## config.mk

```make
export PLATFORM = sky130hd
export DESIGN_NAME = flash_status_ctrl
export DESIGN_NICKNAME = d
export VERILOG_FILES = /design/src/pkg/flash_status_pkg.sv /design/src/rtl/flash_bus_cycle.sv /design/src/rtl/flash_status_ctrl.sv
export SDC_FILE = /design/constraint.sdc
export NUM_CORES = 1
export LEC_CHECK = 0
export ABC_AREA = 1
export BUFFER_PORTS_ARGS = -buffer_cell sky130_fd_sc_hd__buf_2
export CELL_PAD_IN_SITES_DETAIL_PLACEMENT = 1
export CELL_PAD_IN_SITES_GLOBAL_PLACEMENT = 2
export CORE_ASPECT_RATIO = 0.75
export CORE_MARGIN = 5
export CORE_UTILIZATION = 32
export CTS_BUF_LIST = sky130_fd_sc_hd__clkbuf_8
export DETAILED_ROUTE_END_ITERATION = 8
export MAX_ROUTING_LAYER = met4
export PLACE_DENSITY_LB_ADDON = 0.05
export RECOVER_POWER = 25
export SYNTH_ARGS = -nofsm -noshare
export SYNTH_HDL_FRONTEND = slang
export SYNTH_SLANG_ARGS = --single-unit
```

## constraint.sdc

```tcl
create_clock -name hclk -period 2.48 [get_ports hclk]
set_input_delay 0.248 -clock hclk [delete_from_list [all_inputs] [get_ports hclk]]
set_output_delay 0.248 -clock hclk [all_outputs]
set_load 0.05 [all_outputs]
```

## src/pkg/flash_status_pkg.sv

```systemverilog
// Package of constants for the flash write-status polling controller
package flash_status_pkg;
   // Status bit positions on the flash data bus
   localparam int unsigned DATA_POLL_BIT         = 7;
   localparam int unsigned ANY_ADDR_TOGGLE_BIT   = 6;
   localparam int unsigned TIMING_LIMIT_FAIL_BIT = 5;
   localparam int unsigned ERASE_WINDOW_BIT      = 3;
   localparam int unsigned ERASE_SECTOR_TOG_BIT  = 2;

   // Register byte offsets
   localparam logic [7:0] CTRL_OFS   = 8'h00;
   localparam logic [7:0] ADDR_OFS   = 8'h04;
   localparam logic [7:0] WDATA_OFS  = 8'h08;
   localparam logic [7:0] STATUS_OFS = 8'h0c;
   localparam logic [7:0] RDATA_OFS  = 8'h10;

   // Control register command field (bits 2:0), written to start an action
   localparam logic [2:0] CMD_NONE    = 3'h0;
   localparam logic [2:0] CMD_READ    = 3'h1;
   localparam logic [2:0] CMD_WRITE   = 3'h2;
   localparam logic [2:0] CMD_POLL    = 3'h3;
   localparam logic [2:0] CMD_RESET   = 3'h4;
   localparam logic [2:0] CMD_WINDOW  = 3'h5;

   // Status register fields
   localparam int unsigned ST_BUSY      = 0;
   localparam int unsigned ST_DONE_OK   = 1;
   localparam int unsigned ST_FAILED    = 2;
   localparam int unsigned ST_SUSPENDED = 3;
   localparam int unsigned ST_IN_ERASE  = 4;
   localparam int unsigned ST_WINDOW    = 5;
   localparam int unsigned ST_RDY_PIN   = 6;

   // Reset command value written to the flash
   localparam logic [7:0] FLASH_RESET_CMD = 8'hf0;

   // Flash bus cycle timing
   localparam int unsigned CLK_MHZ       = 40;
   localparam int unsigned READ_CYCLE_NS = 55;
   localparam int unsigned WRITE_PULSE_NS = 35;
   localparam int unsigned READ_CYCLES  = (READ_CYCLE_NS * CLK_MHZ + 999) / 1000;
   localparam int unsigned WRITE_CYCLES = (WRITE_PULSE_NS * CLK_MHZ + 999) / 1000;

   typedef enum logic [1:0] {
      BUS_IDLE, BUS_ACTIVE, BUS_RECOVER
   } bus_state_t;
endpackage

```

## src/rtl/flash_bus_cycle.sv

```systemverilog
// Single flash read or write cycle generator on the parallel pins
`timescale 1ns/10ps
module flash_bus_cycle #(
   parameter int ADDR_W = 20,
   parameter int DATA_W = 8
) (
   // Clock and reset
   input  wire logic              hclk,
   input  wire logic              hresetn,
   // Request side
   input  wire logic              start,
   input  wire logic              is_write,
   input  wire logic [ADDR_W-1:0] addr,
   input  wire logic [DATA_W-1:0] wdata,
   output logic                   done,
   output logic [DATA_W-1:0]      rdata,
   // Flash pins
   output logic [ADDR_W-1:0]      flash_addr,
   output logic                   flash_ce_n,
   output logic                   flash_oe_n,
   output logic                   flash_we_n,
   input  wire logic [DATA_W-1:0] flash_dq_in,
   output logic [DATA_W-1:0]      flash_dq_out,
   output logic                   flash_dq_oe
);
   flash_status_pkg::bus_state_t state_reg;
   logic [3:0]                   cnt_reg;
   logic                         wr_reg;

   always_ff @(posedge hclk or negedge hresetn) begin
      if (!hresetn) begin
         state_reg    <= flash_status_pkg::BUS_IDLE;
         cnt_reg      <= 4'h0;
         wr_reg       <= 1'b0;
         flash_addr   <= '0;
         flash_ce_n   <= 1'b1;
         flash_oe_n   <= 1'b1;
         flash_we_n   <= 1'b1;
         flash_dq_out <= '0;
         flash_dq_oe  <= 1'b0;
         rdata        <= '0;
         done         <= 1'b0;
      end else begin
         done <= 1'b0;
         unique case (state_reg)
            flash_status_pkg::BUS_IDLE: begin
               if (start) begin
                  state_reg    <= flash_status_pkg::BUS_ACTIVE;
                  wr_reg       <= is_write;
                  flash_addr   <= addr;
                  flash_ce_n   <= 1'b0;
                  flash_oe_n   <= is_write;
                  flash_we_n   <= !is_write;
                  flash_dq_out <= wdata;
                  flash_dq_oe  <= is_write;
                  cnt_reg      <= is_write ? 4'(flash_status_pkg::WRITE_CYCLES)
                                           : 4'(flash_status_pkg::READ_CYCLES);
               end
            end
            flash_status_pkg::BUS_ACTIVE: begin
               if (cnt_reg > 4'h1) begin
                  cnt_reg <= cnt_reg - 4'h1;
               end else begin
                  // Each read ends with chip select and output enable high, so
                  // the flash sees a new read cycle for every poll
                  if (!wr_reg) begin
                     rdata <= flash_dq_in;
                  end
                  flash_ce_n <= 1'b1;
                  flash_oe_n <= 1'b1;
                  flash_we_n <= 1'b1;
                  state_reg  <= flash_status_pkg::BUS_RECOVER;
               end
            end
            flash_status_pkg::BUS_RECOVER: begin
               // Data held one cycle past the write strobe rising edge
               flash_dq_oe <= 1'b0;
               done        <= 1'b1;
               state_reg   <= flash_status_pkg::BUS_IDLE;
            end
         endcase
      end
   end
endmodule // flash_bus_cycle

```

## src/rtl/flash_status_ctrl.sv

```systemverilog
// Host-side controller that polls flash write-operation status over AHB-Lite
`timescale 1ns/10ps
// Overview of operation
// - Host combines bit 6 and bit 2 to learn sector and mode.
// - Host reads full byte twice in a row and compares toggle bit.
// - Toggle bit steady across two reads means done; next read gives array.
// - Toggling with bit 5 high: host rechecks toggling once more.
// - Still toggling on recheck: failed, host writes reset command.
// - After pausing, host restarts toggle procedure from first double read.
// - After failure bit set, host issues reset command.
// - Host may skip bit 3 only if erase commands under 50 us apart.
// - Host reads bit 3 before and after each added sector erase.
// - Host polls at a valid program or erase-sector address.
module flash_status_ctrl #(
   parameter int ADDR_W = 20,
   parameter int DATA_W = 8
) (
   // Clock and reset
   input  wire logic              hclk,
   input  wire logic              hresetn,
   // AHB-Lite slave
   input  wire logic              hsel,
   input  wire logic [31:0]       haddr,
   input  wire logic [1:0]        htrans,
   input  wire logic              hwrite,
   input  wire logic [2:0]        hsize,
   input  wire logic [31:0]       hwdata,
   input  wire logic              hready,
   output logic [31:0]            hrdata,
   output logic                   hreadyout,
   output logic                   hresp,
   // Flash pins
   output logic [ADDR_W-1:0]      flash_addr,
   output logic                   flash_ce_n,
   output logic                   flash_oe_n,
   output logic                   flash_we_n,
   output logic                   flash_reset_n,
   input  wire logic [DATA_W-1:0] flash_dq_in,
   output logic [DATA_W-1:0]      flash_dq_out,
   output logic                   flash_dq_oe,
   input  wire logic              ready_busy_out
);
   typedef enum logic [3:0] {
      P_IDLE, P_SINGLE, P_FIRST, P_SECOND, P_RECHECK, P_RESET_WR, P_ARRAY, P_WIN
   } poll_state_t;

   poll_state_t       state_reg;
   logic [ADDR_W-1:0] addr_reg;
   logic [DATA_W-1:0] wdata_reg;
   logic [DATA_W-1:0] rdata_reg;
   logic [DATA_W-1:0] prev_reg;
   logic              use_sector_reg;
   logic              busy_reg;
   logic              ok_reg;
   logic              fail_reg;
   logic              susp_reg;
   logic              in_erase_reg;
   logic              window_reg;
   logic              ph_valid_reg;
   logic              ph_write_reg;
   logic [7:0]        ph_addr_reg;
   logic              start;
   logic              cyc_write;
   logic [ADDR_W-1:0] cyc_addr;
   logic [DATA_W-1:0] cyc_wdata;
   logic              cyc_done;
   logic [DATA_W-1:0] cyc_rdata;

   function automatic logic toggled(input logic [DATA_W-1:0] a, input logic [DATA_W-1:0] b,
                                    input int unsigned pos);
      return a[pos] != b[pos];
   endfunction

   // Zero-wait slave; commands arriving while busy are dropped
   assign hreadyout = 1'b1;
   assign hresp     = 1'b0;
   assign flash_reset_n = 1'b1;

   always_ff @(posedge hclk or negedge hresetn) begin
      if (!hresetn) begin
         ph_valid_reg <= 1'b0;
         ph_write_reg <= 1'b0;
         ph_addr_reg  <= 8'h00;
      end else if (hready) begin
         ph_valid_reg <= hsel && htrans[1];
         ph_write_reg <= hwrite;
         ph_addr_reg  <= haddr[7:0];
      end
   end

   logic       wr_hit;
   logic [2:0] cmd;
   assign wr_hit = ph_valid_reg && ph_write_reg;
   assign cmd    = hwdata[2:0];

   logic tog_a;
   logic tog_s;
   logic fail5;
   assign tog_a = toggled(prev_reg, cyc_rdata, flash_status_pkg::ANY_ADDR_TOGGLE_BIT);
   assign tog_s = toggled(prev_reg, cyc_rdata, flash_status_pkg::ERASE_SECTOR_TOG_BIT);
   assign fail5 = cyc_rdata[flash_status_pkg::TIMING_LIMIT_FAIL_BIT];

   always_comb begin
      hrdata = 32'h0000_0000;
      if (ph_valid_reg && !ph_write_reg) begin
         unique case (ph_addr_reg)
            flash_status_pkg::CTRL_OFS:   hrdata[0] = use_sector_reg;
            flash_status_pkg::ADDR_OFS:   hrdata[ADDR_W-1:0] = addr_reg;
            flash_status_pkg::WDATA_OFS:  hrdata[DATA_W-1:0] = wdata_reg;
            flash_status_pkg::STATUS_OFS: begin
               hrdata[flash_status_pkg::ST_BUSY]      = busy_reg;
               hrdata[flash_status_pkg::ST_DONE_OK]   = ok_reg;
               hrdata[flash_status_pkg::ST_FAILED]    = fail_reg;
               hrdata[flash_status_pkg::ST_SUSPENDED] = susp_reg;
               hrdata[flash_status_pkg::ST_IN_ERASE]  = in_erase_reg;
               hrdata[flash_status_pkg::ST_WINDOW]    = window_reg;
               hrdata[flash_status_pkg::ST_RDY_PIN]   = ready_busy_out;
            end
            flash_status_pkg::RDATA_OFS:  hrdata[DATA_W-1:0] = rdata_reg;
            default:                      hrdata = 32'h0000_0000;
         endcase
      end
   end

   always_ff @(posedge hclk or negedge hresetn) begin
      if (!hresetn) begin
         addr_reg       <= '0;
         wdata_reg      <= '0;
         use_sector_reg <= 1'b0;
      end else if (wr_hit && !busy_reg) begin
         if (ph_addr_reg == flash_status_pkg::ADDR_OFS) begin
            addr_reg <= hwdata[ADDR_W-1:0];
         end
         if (ph_addr_reg == flash_status_pkg::WDATA_OFS) begin
            wdata_reg <= hwdata[DATA_W-1:0];
         end
         if (ph_addr_reg == flash_status_pkg::CTRL_OFS) begin
            use_sector_reg <= hwdata[3];
         end
      end
   end

   // Cycle request decode
   always_comb begin
      start     = 1'b0;
      cyc_write = 1'b0;
      cyc_addr  = addr_reg;
      cyc_wdata = wdata_reg;
      if (wr_hit && !busy_reg && ph_addr_reg == flash_status_pkg::CTRL_OFS) begin
         start     = (cmd != flash_status_pkg::CMD_NONE);
         cyc_write = (cmd == flash_status_pkg::CMD_WRITE) ||
                     (cmd == flash_status_pkg::CMD_RESET);
         if (cmd == flash_status_pkg::CMD_RESET) begin
            cyc_wdata = flash_status_pkg::FLASH_RESET_CMD;
         end
      end else if (cyc_done) begin
         unique case (state_reg)
            P_FIRST, P_SECOND: start = 1'b1;
            // A failed recheck writes the reset command at once, so the
            // byte kept after it is array data and not a stale status byte
            P_RECHECK: begin
               start = 1'b1;
               if (tog_a) begin
                  cyc_write = 1'b1;
                  cyc_wdata = flash_status_pkg::FLASH_RESET_CMD;
               end
            end
            P_RESET_WR: start = 1'b1;
            default:    start = 1'b0;
         endcase
      end
   end

   logic take_cmd;
   logic judge;
   assign take_cmd = start && state_reg == P_IDLE;
   assign judge    = cyc_done && (state_reg == P_SECOND || state_reg == P_RECHECK);

   // Poll sequencer
   always_ff @(posedge hclk or negedge hresetn) begin
      if (!hresetn) begin
         state_reg <= P_IDLE;
         busy_reg  <= 1'b0;
      end else if (take_cmd) begin
         busy_reg <= 1'b1;
         unique case (cmd)
            flash_status_pkg::CMD_POLL: begin
               // Every new poll starts from the first double read
               state_reg <= P_FIRST;
            end
            flash_status_pkg::CMD_WINDOW: state_reg <= P_WIN;
            default:                      state_reg <= P_SINGLE;
         endcase
      end else if (cyc_done) begin
         unique case (state_reg)
            P_FIRST: state_reg <= P_SECOND;
            P_SECOND, P_RECHECK: begin
               if (!tog_a) begin
                  // Steady toggle bit: done; array data on next read
                  state_reg <= P_ARRAY;
               end else if (state_reg == P_RECHECK) begin
                  state_reg <= P_RESET_WR;
               end else if (fail5) begin
                  state_reg <= P_RECHECK;
               end else begin
                  state_reg <= P_SECOND;
               end
            end
            P_RESET_WR: state_reg <= P_ARRAY;
            default: begin
               state_reg <= P_IDLE;
               busy_reg  <= 1'b0;
            end
         endcase
      end
   end

   // Poll outcome; done and failed clear when the next poll starts, suspend and in-erase change only on a judged read
   always_ff @(posedge hclk or negedge hresetn) begin
      if (!hresetn) begin
         ok_reg       <= 1'b0;
         fail_reg     <= 1'b0;
         susp_reg     <= 1'b0;
         in_erase_reg <= 1'b0;
      end else if (take_cmd && cmd == flash_status_pkg::CMD_POLL) begin
         ok_reg   <= 1'b0;
         fail_reg <= 1'b0;
      end else if (judge) begin
         if (!tog_a) begin
            ok_reg       <= 1'b1;
            // Steady bit 6 but bit 2 toggling means erase suspended here
            susp_reg     <= tog_s;
            in_erase_reg <= 1'b0;
         end else if (state_reg == P_RECHECK) begin
            fail_reg <= 1'b1;
         end else if (!fail5) begin
            // Still busy; sector toggle tells whether this sector erases
            in_erase_reg <= tog_s;
            susp_reg     <= 1'b0;
         end
      end
   end

   // Erase window bit, refreshed only by a window read
   always_ff @(posedge hclk or negedge hresetn) begin
      if (!hresetn) begin
         window_reg <= 1'b0;
      end else if (cyc_done && state_reg == P_WIN) begin
         window_reg <= cyc_rdata[flash_status_pkg::ERASE_WINDOW_BIT];
      end
   end

   // Last byte read, kept as reference for the next toggle compare
   always_ff @(posedge hclk or negedge hresetn) begin
      if (!hresetn) begin
         prev_reg  <= '0;
         rdata_reg <= '0;
      end else if (cyc_done) begin
         rdata_reg <= cyc_rdata;
         prev_reg  <= cyc_rdata;
      end
   end

   flash_bus_cycle #(
      .ADDR_W (ADDR_W),
      .DATA_W (DATA_W)
   ) u_cycle (
      .hclk         (hclk),
      .hresetn      (hresetn),
      .start        (start),
      .is_write     (cyc_write),
      .addr         (cyc_addr),
      .wdata        (cyc_wdata),
      .done         (cyc_done),
      .rdata        (cyc_rdata),
      .flash_addr   (flash_addr),
      .flash_ce_n   (flash_ce_n),
      .flash_oe_n   (flash_oe_n),
      .flash_we_n   (flash_we_n),
      .flash_dq_in  (flash_dq_in),
      .flash_dq_out (flash_dq_out),
      .flash_dq_oe  (flash_dq_oe)
   );
endmodule // flash_status_ctrl

```

Yosys cells after proc, flatten, opt, wreduce, memory -nomap -nowiden
Cells that the tools add are included.
{"block": "word_totals", "input_bits": 83, "reg_bits": 105}
{"block": "op_classes", "eq_ne": 24, "order_cmp": 1, "add_sub_neg": 1, "muxes": 56, "n_reduce_logical": 39, "n_bitwise": 3}
{"cell": "$mux W8", "n": 5}
{"cell": "$mux W1", "n": 29}
{"cell": "$pmux W6 S4", "n": 1}
{"cell": "$mux W20", "n": 1}
{"cell": "$eq A8 B4 Y1 const B", "n": 2}
{"cell": "$mux W4", "n": 4}
{"cell": "$reduce_and A2 Y1", "n": 8}
{"cell": "$eq A4 B3 Y1 const B", "n": 3}
{"cell": "$mux W12", "n": 1}
{"cell": "$reduce_and A3 Y1", "n": 4}
{"cell": "$reduce_bool A2 Y1", "n": 6}
{"cell": "$logic_and A1 B1 Y1", "n": 9}
{"cell": "$mux W3", "n": 3}
{"cell": "$pmux W3 S3", "n": 1}
{"cell": "$eq A4 B2 Y1 const B", "n": 2}
{"cell": "$eq A8 B3 Y1 const B", "n": 1}
{"cell": "$eq A8 B5 Y1 const B", "n": 1}
{"cell": "$logic_not A8 Y1", "n": 1}
{"cell": "$ne A2 B2 Y1 const B", "n": 4}
{"cell": "$pmux W1 S2", "n": 4}
{"cell": "$pmux W4 S2", "n": 1}
{"cell": "$eq A3 B2 Y1 const B", "n": 2}
{"cell": "$eq A3 B3 Y1 const B", "n": 2}
{"cell": "$ne A2 B1 Y1 const B", "n": 3}
{"cell": "other kinds (19)", "n": 26}

Depth between registers and ports, before layout
Gate-level depths: netlist (run 1).
{"block": "logic_depth", "word_depth": 9, "ltp_mapped": 12, "mapped_depth_nobuf": 12}

Modules after synthesis
A second synthesis (run 1) with hierarchy kept.
{"block": "unflattened", "cells_unflattened": 606, "area_unflattened_um2": 5049.8}
{"module": "flash_status_ctrl", "seq_area_each_um2": 1401.3, "cells_each": 375, "n_inst": 1, "area_per_inst_um2": 3022.9}
{"module": "flash_bus_cycle", "seq_area_each_um2": 1204.9, "cells_each": 231, "n_inst": 1, "area_per_inst_um2": 2026.9}

Least setup slack after synthesis (run 1)
No wires, ideal clock.
{"block": "synth_timing", "path_kind": "register to output", "from": "register ph_addr_reg[0]", "to": "output port hrdata[5]", "t_arrival_ns": 1.935, "slack_ns": 0.297, "stages_incl_launch_ff": 9, "path_cell_list": "dfrtp_1 > inv_1 > nand2_1 > nor4_4 > buf_2 > nor2_1 > nand2_1 > nand2_1 > nor2_1"}
{"block": "synth_via", "elab_chain_len": 3, "word_cells_on_any_way": 6, "classes_between": "4 x eq/ne; 2 x mux"}
{"item": "start, declared", "line_no": "flash_status_ctrl.sv:61", "source": "logic [7:0] ph_addr_reg;"}
{"item": "start signal, assigned", "line_no": "flash_status_ctrl.sv:87", "source": "ph_addr_reg <= haddr[7:0];"}
{"item": "$eq A8 B5 Y1, or another cell as far along", "line_no": "flash_status_ctrl.sv:106", "source": "unique case (ph_addr_reg)"}
{"item": "$pmux W6 S4 (*)", "line_no": "flash_status_ctrl.sv:106"}
{"item": "$mux W20 (*)", "line_no": "flash_status_ctrl.sv:105", "source": "if (ph_valid_reg && !ph_write_reg) begin"}
{"item": "end, declared", "line_no": "flash_status_ctrl.sv:29", "source": "output logic [31:0] hrdata,"}
Every way passes the cells marked *; elsewhere a longest branch is shown, timed or not.

Worst setup path in the final report (run 1)
{"block": "layout_timing", "from": "register ph_addr_reg[6]", "to": "output port hrdata[14]"}
{"block": "layout_via", "elab_chain_len": 3}
{"item": "$eq A8 B3 Y1", "line_no": "flash_status_ctrl.sv:106"}
{"item": "$mux W12", "line_no": "flash_status_ctrl.sv:106"}
{"item": "$mux W20", "line_no": "flash_status_ctrl.sv:105"}
No other way between the ends.

==> results of run 1 <==
==> metal layers <==
layer | global-route usage, % | up-vias
li1 | - | 2181
met1 | 22.9 | 2115
met2 | 25.8 | 77
met3 | 3.55 | 11
met4 | 3.28 | 0
met5 | - | -
==> stage by stage <==
step	power, W	worst slack, ns	TNS [ns]
final	0.00316	0.0446	0
after CTS	0.00320	0.00589	0
after floorplan	0.00189	0.297	0
after detailed placement	0.00198	0.296	0
after global routing	0.00332	-0.0742	-0.615
after global placement	0.00197	0.353	0
==> worst paths after layout <==
path / end / depth (start not counted)
max in group asynchronous: prev_reg[2] / 3
min reg2reg: u_cycle.flash_ce_n / 2
max: hrdata[14] / 8
min: ph_addr_reg[1] / 3
min in group asynchronous: in_erase_reg / 2
max reg2reg: u_cycle.flash_dq_out[1] / 9
==> kinds of logic after synthesis <==
logic type,count (synthesis),share of synthesized area (%)
and+or+nand+nor,386,31.9
DFF,104,51.5
buffers and inverters,93,8.51
AOI/OAI and AO/OA,53,5.32
adders and majority gates,5,1.24
xor gates and xnor gates,4,0.693
muxes,3,0.668
other,2,0.148
==> what timing repair did <==
| item | CTS | global route |
|---|---|---|
| hold buffers | 1 | 0 |
| gates cloned | 2 | 1 |
| resized for setup | 9 | 42 |
| hold endpoints to repair | 35 | 0 |
| pin swaps | 0 | 5 |
| setup buffers | 1 | 5 |
| endpoints found under the setup margin | 20 | 20 |
==> placed cells by master, fill, tap and decap left out, types with 3 or more instances in the layout <==
cell type and count:
a21oi_1 6, buf_2 74, buf_4 26, buf_6 4, clkbuf_4 4, clkbuf_8 10, clkinvlp_4 4, conb_1 15
dfrtp_1 101, dfstp_2 3, ha_1 5, inv_1 56, mux2_2 3, nand2_1 280, nand2_2 6, nand3_1 28
nand4_1 4, nor2_1 44, nor2_4 3, nor3_1 4, o21ai_0 41, o21ai_1 5
==> power breakdown <==
| part | internal [W] | switching [W] |
|---|---|---|
| clock | 0.000591 | 0.000606 |
| sequential | 0.00171 | 0.0000159 |
| combinational | 0.0000650 | 0.000172 |
| total | 0.00237 | 0.000794 |
==> cell type report <==
type	instances	area, sq um
clock inverters	6	83.8
multi-input cells	466	2100
fillers	1925	9210
clock buffers	10	138
well taps	205	256
repair buffers	115	742
repair inverters	1	7.51
flip-flops and latches	104	2610
inverters	57	220
==> worst register-to-register path: stages (launching register included) <==
cell and delay [ns]:
dfrtp_1 0.43, nor2_4 0.17, nand2_4 0.09, nor2_2 0.32, nand2_2 0.17, nand2_2 0.16
nand3_4 0.12, inv_4 0.26, nand3_1 0.17, nand2_1 0.09
==> summary.txt, run 1 <==
post-synthesis sequential area ratio: 51.5%
nets: 842
Crit. End Element: output pin
Post-DRT Antenna Nets: 0
Detailed Routing Iterations Pass 1: 4
Root Buffer: clkbuf_8
Seq cells post-synth: 104
n_diodes: 0
placed cell areas: 5710 sq um
Avg WL per Cell: 15.2 microns
synth cell count leaders: 282 x nand2_1, 101 x dfrtp_1, 54 x inv_1
clk_lat worst skew: 0.38 ns
met3 routed WL: 641 microns
Max VDD drop: 0.262 mV
TritonCTS Buffers: 9
Slew @ Worst Pin: 1.12 ns
Metal-1 WL: 7.29 mm
CP Data Required Time: 2.23 ns
hold crit path type: input pin to register
Critical Path AT: 2.19 ns
final hold vios: 0
setup violators final: 0
CTS Buffer Depth: 2
dpl hpwl: 10.7 mm
CP top delay family: buffers and inverters
antenna violations before repair: 0
share of the core filled with cells: 40.1%
via count: 4,384
# DRC: 0
final instance area: 6160 sq um
crit path time final: 2.44 ns
status: finished clean
Iter 0 DRT Violations: 167
Syn Area/Cell: 7.78 sq um
Peak Freq: 0.411 GHz
CTS tree: yes
min-delay src: haddr[1]
CP Launch Type: register
CTS Sinks: 104
Synth Instances: 650
final hold slack: 0.0759 ns
crit path kind: register to output pin
DR top layer: met4
Unique masters post-synth: 37
io pins: 150
CP max stage cell: dfrtp_1
Synth Cell Area: 5060 sq um
RR Startpoint: ph_addr_reg[6]
Leak: 3.42 nW
routed wire length: 14.6 mm
Core Area: 15,400 sq um
asr flop ratio synth: 100%
Initial Util: 32.9%
Top FF cell, synth: dfrtp_1
P&R area growth vs syn: 21.7%
routed wl met2: 6.59 mm
top-count cell post-synth: nand2_1
Worst-path clk slew: 0.10 ns
Final Slew Violations: 0
first-pass GRT wire length: 24.0 mm
share of post-route cells with drive strength above 1: 20.8%
vias in the first global route: 4,663
dpl cells: 938
number of cells in the finished layout apart from fillers: 964
Area contributors post-synth: dfrtp_1 50%, nand2_1 21%, o21ai_0 4.1%
PortBufs: 94
crit path buf inv count: 4
CP Max Fanout: 6
clk_skew: 0.00821 ns
Congestion Overflow GR: 0
Worst R2R Setup Slack: 0.44 ns
pin count of the biggest net entering global routing: 42
EDFF count, synth: 0
Yosys top cell area share: 50.0%
H-Tree Depth: 3
row cnt: 39
CP cell instances: nor2_4, nand2_4, nor4_4, buf_6, buf_12, clkinvlp_4, nor2_1, clkbuf_4
Vias/cell: 4.55
Die X: 155 microns
period utilization: 98.2%
Slew HR: 25.3%
Largest stage delay, worst path: 0.43 ns
Die Height: 119 microns
RD Place Congestion: 0.789
Total GRT Usage: 16.7%
CP Launch Point: ph_addr_reg[6]
Power Density: 513 nW/um^2
Synth area leader: dfrtp_1
Max Cap Viol: 0
Die ar.: 18,400 sq um
Yosys warnings: 0
No activity file was read; power rests on OpenSTA's default activity.
==> run 2: changes to the inputs <==
Settings changed: CORE_UTILIZATION 32 to 27.
Clock period 2.48 ns to 2.2 ns, I/O delays scaled along.
==> summary.txt, run 2 (synthesis results as in run 1) <==
RSZ-0062 raised after global routing: yes
most frequent cells in the layout: 273 x nand2_1, 100 x dfrtp_1, 74 x buf_2
share of post-route cells with drive strength above 1: 25.1%
Die X: 168 microns
Die ar.: 21,600 sq um
crit path buf inv count: 3
Crit path depth: 7
crit path kind: register to output pin
Power Density: 533 nW/um^2
CTS Sinks: 104
antenna violations before repair: 0
dpl hpwl: 11.2 mm
RR Startpoint: ph_addr_reg[6]
CP cell instances: nor2_4, nand2_4, nor4_4, buf_6, clkinvlp_4, nor2_2, buf_6
H-Tree Depth: 3
routed wire length: 15.3 mm
nets: 848
CP max stage cell: dfrtp_1
PortBufs: 94
vias in the first global route: 4,703
Reg-to-Reg End: u_cycle.flash_dq_out[3]
hold crit path type: input pin to register
CP most frequent cell: buf_6
CP Launch Point: ph_addr_reg[6]
CP top delay family: simple AND/OR/NAND/NOR gates
Final Slew Violations: 0
Total GRT Usage: 15.2%
Final WS setup: -0.0565 ns
Avg WL per Cell: 15.1 microns
register area: 2610 sq um
first-pass GRT wire length: 25.3 mm
share of the core filled with cells: 34.6%
io pins: 150
Leak: 3.46 nW
# DRC: 0
Slew @ Worst Pin: 0.970 ns
Max Cap Viol: 0
final hold vios: 0
Core Area: 18,500 sq um
Crit. End Element: output pin
clk_skew: 0.0134 ns
post-placement setup slack: 0.125 ns
pin count of the biggest net entering global routing: 38
Initial Util: 27.4%
row cnt: 43
area of the multi-input gates: 2200 sq um
Iter 0 DRT Violations: 251
CP Max Fanout: 6
CTS tree: yes
Vias/cell: 4.35
CP Data Required Time: 1.98 ns
RD Place Congestion: 0.768
crit path time final: 2.26 ns
status: finished, violations left
clk_lat worst skew: 0.38 ns
Die Height: 129 microns
Worst-path clk slew: 0.10 ns
CP Launch Type: register
setup violators final: 19
Post-DRT Antenna Nets: 0
Filler cells: 2,257
TritonCTS Buffers: 9
P&R area growth vs syn: 26.1%
period utilization: 103%
via count: 4,400
Slew HR: 35.3%
Peak Freq: 0.443 GHz
depth of the worst register-to-register path: 11
Root Buffer: clkbuf_8
Setup crit end: hrdata[19]
Congestion Overflow GR: 0
Critical Path AT: 2.04 ns
Largest stage delay, worst path: 0.42 ns
CTS Buffer Depth: 2
Detailed Routing Iterations Pass 1: 4
Max VDD drop: 0.226 mV
Worst R2R Setup Slack: 0.20 ns
most common cell after layout, fill and taps aside: nand2_1
n_diodes: 0
failing checks: negative setup slack
==> run 2: changes by cell type in the layout (fill, tap and decap cells not counted), sizes merged <==
cell	delta
bufinv	-2
clkinvlp	+1
clkinv	+1
clkbuf	-6
bufbuf	-1
buf	+13
==> run 2: how the worst min path moves through the flow <==
stage,startpoint,endpoint,slack (ns),cells after the start
6_report,haddr[5],ph_addr_reg[5],0.05,3
4_1_cts,haddr[5],ph_addr_reg[5],0.02,3
2_1_floorplan,hresetn,addr_reg[0],-0.08,0
3_3_place_gp,hresetn,fail_reg,0.24,1
5_1_grt,haddr[6],ph_addr_reg[6],0.03,2
3_5_place_dp,hresetn,state_reg[0],0.24,1
==> run 2: metal layers <==
layer	vias up	track usage, %	part of all wire, %
li1	2194	-	-
met1	2132	21.0	50
met2	63	23.0	46
met3	11	3.22	3.9
met4	0	3.29	1.0
met5	-	-	0
==> run 2: what timing repair did <==
item | CTS | global route
setup buffers | 4 | 5
setup endpoints to repair | 20 | 62
hold buffers | 1 | 0
pin swaps | 9 | 4
hold endpoints to repair | 30 | 0
gates cloned | 2 | 0
resized for setup | 78 | 21
==> run 2: report_power, final <==
group          switching, W  internal (W)  total, W
Combinational      0.000205     0.0000752  0.000280
Clock              0.000726      0.000445   0.00117
Sequential        0.0000169       0.00193   0.00195
==> run 2: final cells by class <==
type	count	share of cell area, %
clock inverters	6	0.687
repair inverters	1	0.118
repair buffers	121	13.1
well taps	247	4.85
flip-flops and latches	104	40.9
multi-input cells	466	34.6
clock buffers	10	2.16
inverters	57	3.61
==> run 2: metrics by stage <==
stage | total power [W] | instance area [sq um] | hold WS (ns) | TNS [ns] | std cells
6_report | 0.00340 | 6380 | 0.0472 | -0.536 | 1012
5_1_grt | 0.00357 | 6380 | 0.0346 | -3.41 | 1012
4_1_cts | 0.00346 | 6300 | 0.0224 | -2.95 | 1007
3_5_place_dp | 0.00224 | 5820 | 0.240 | 0 | 984
3_3_place_gp | 0.00223 | 5820 | 0.236 | 0 | 984
2_1_floorplan | 0.00214 | 5110 | -0.0756 | 0 | 663
==> run 2: tightest hold or removal path: stages <==
cell,delay [ns]
buf_2,0.08
nand2_1,0.04
o21ai_0,0.06
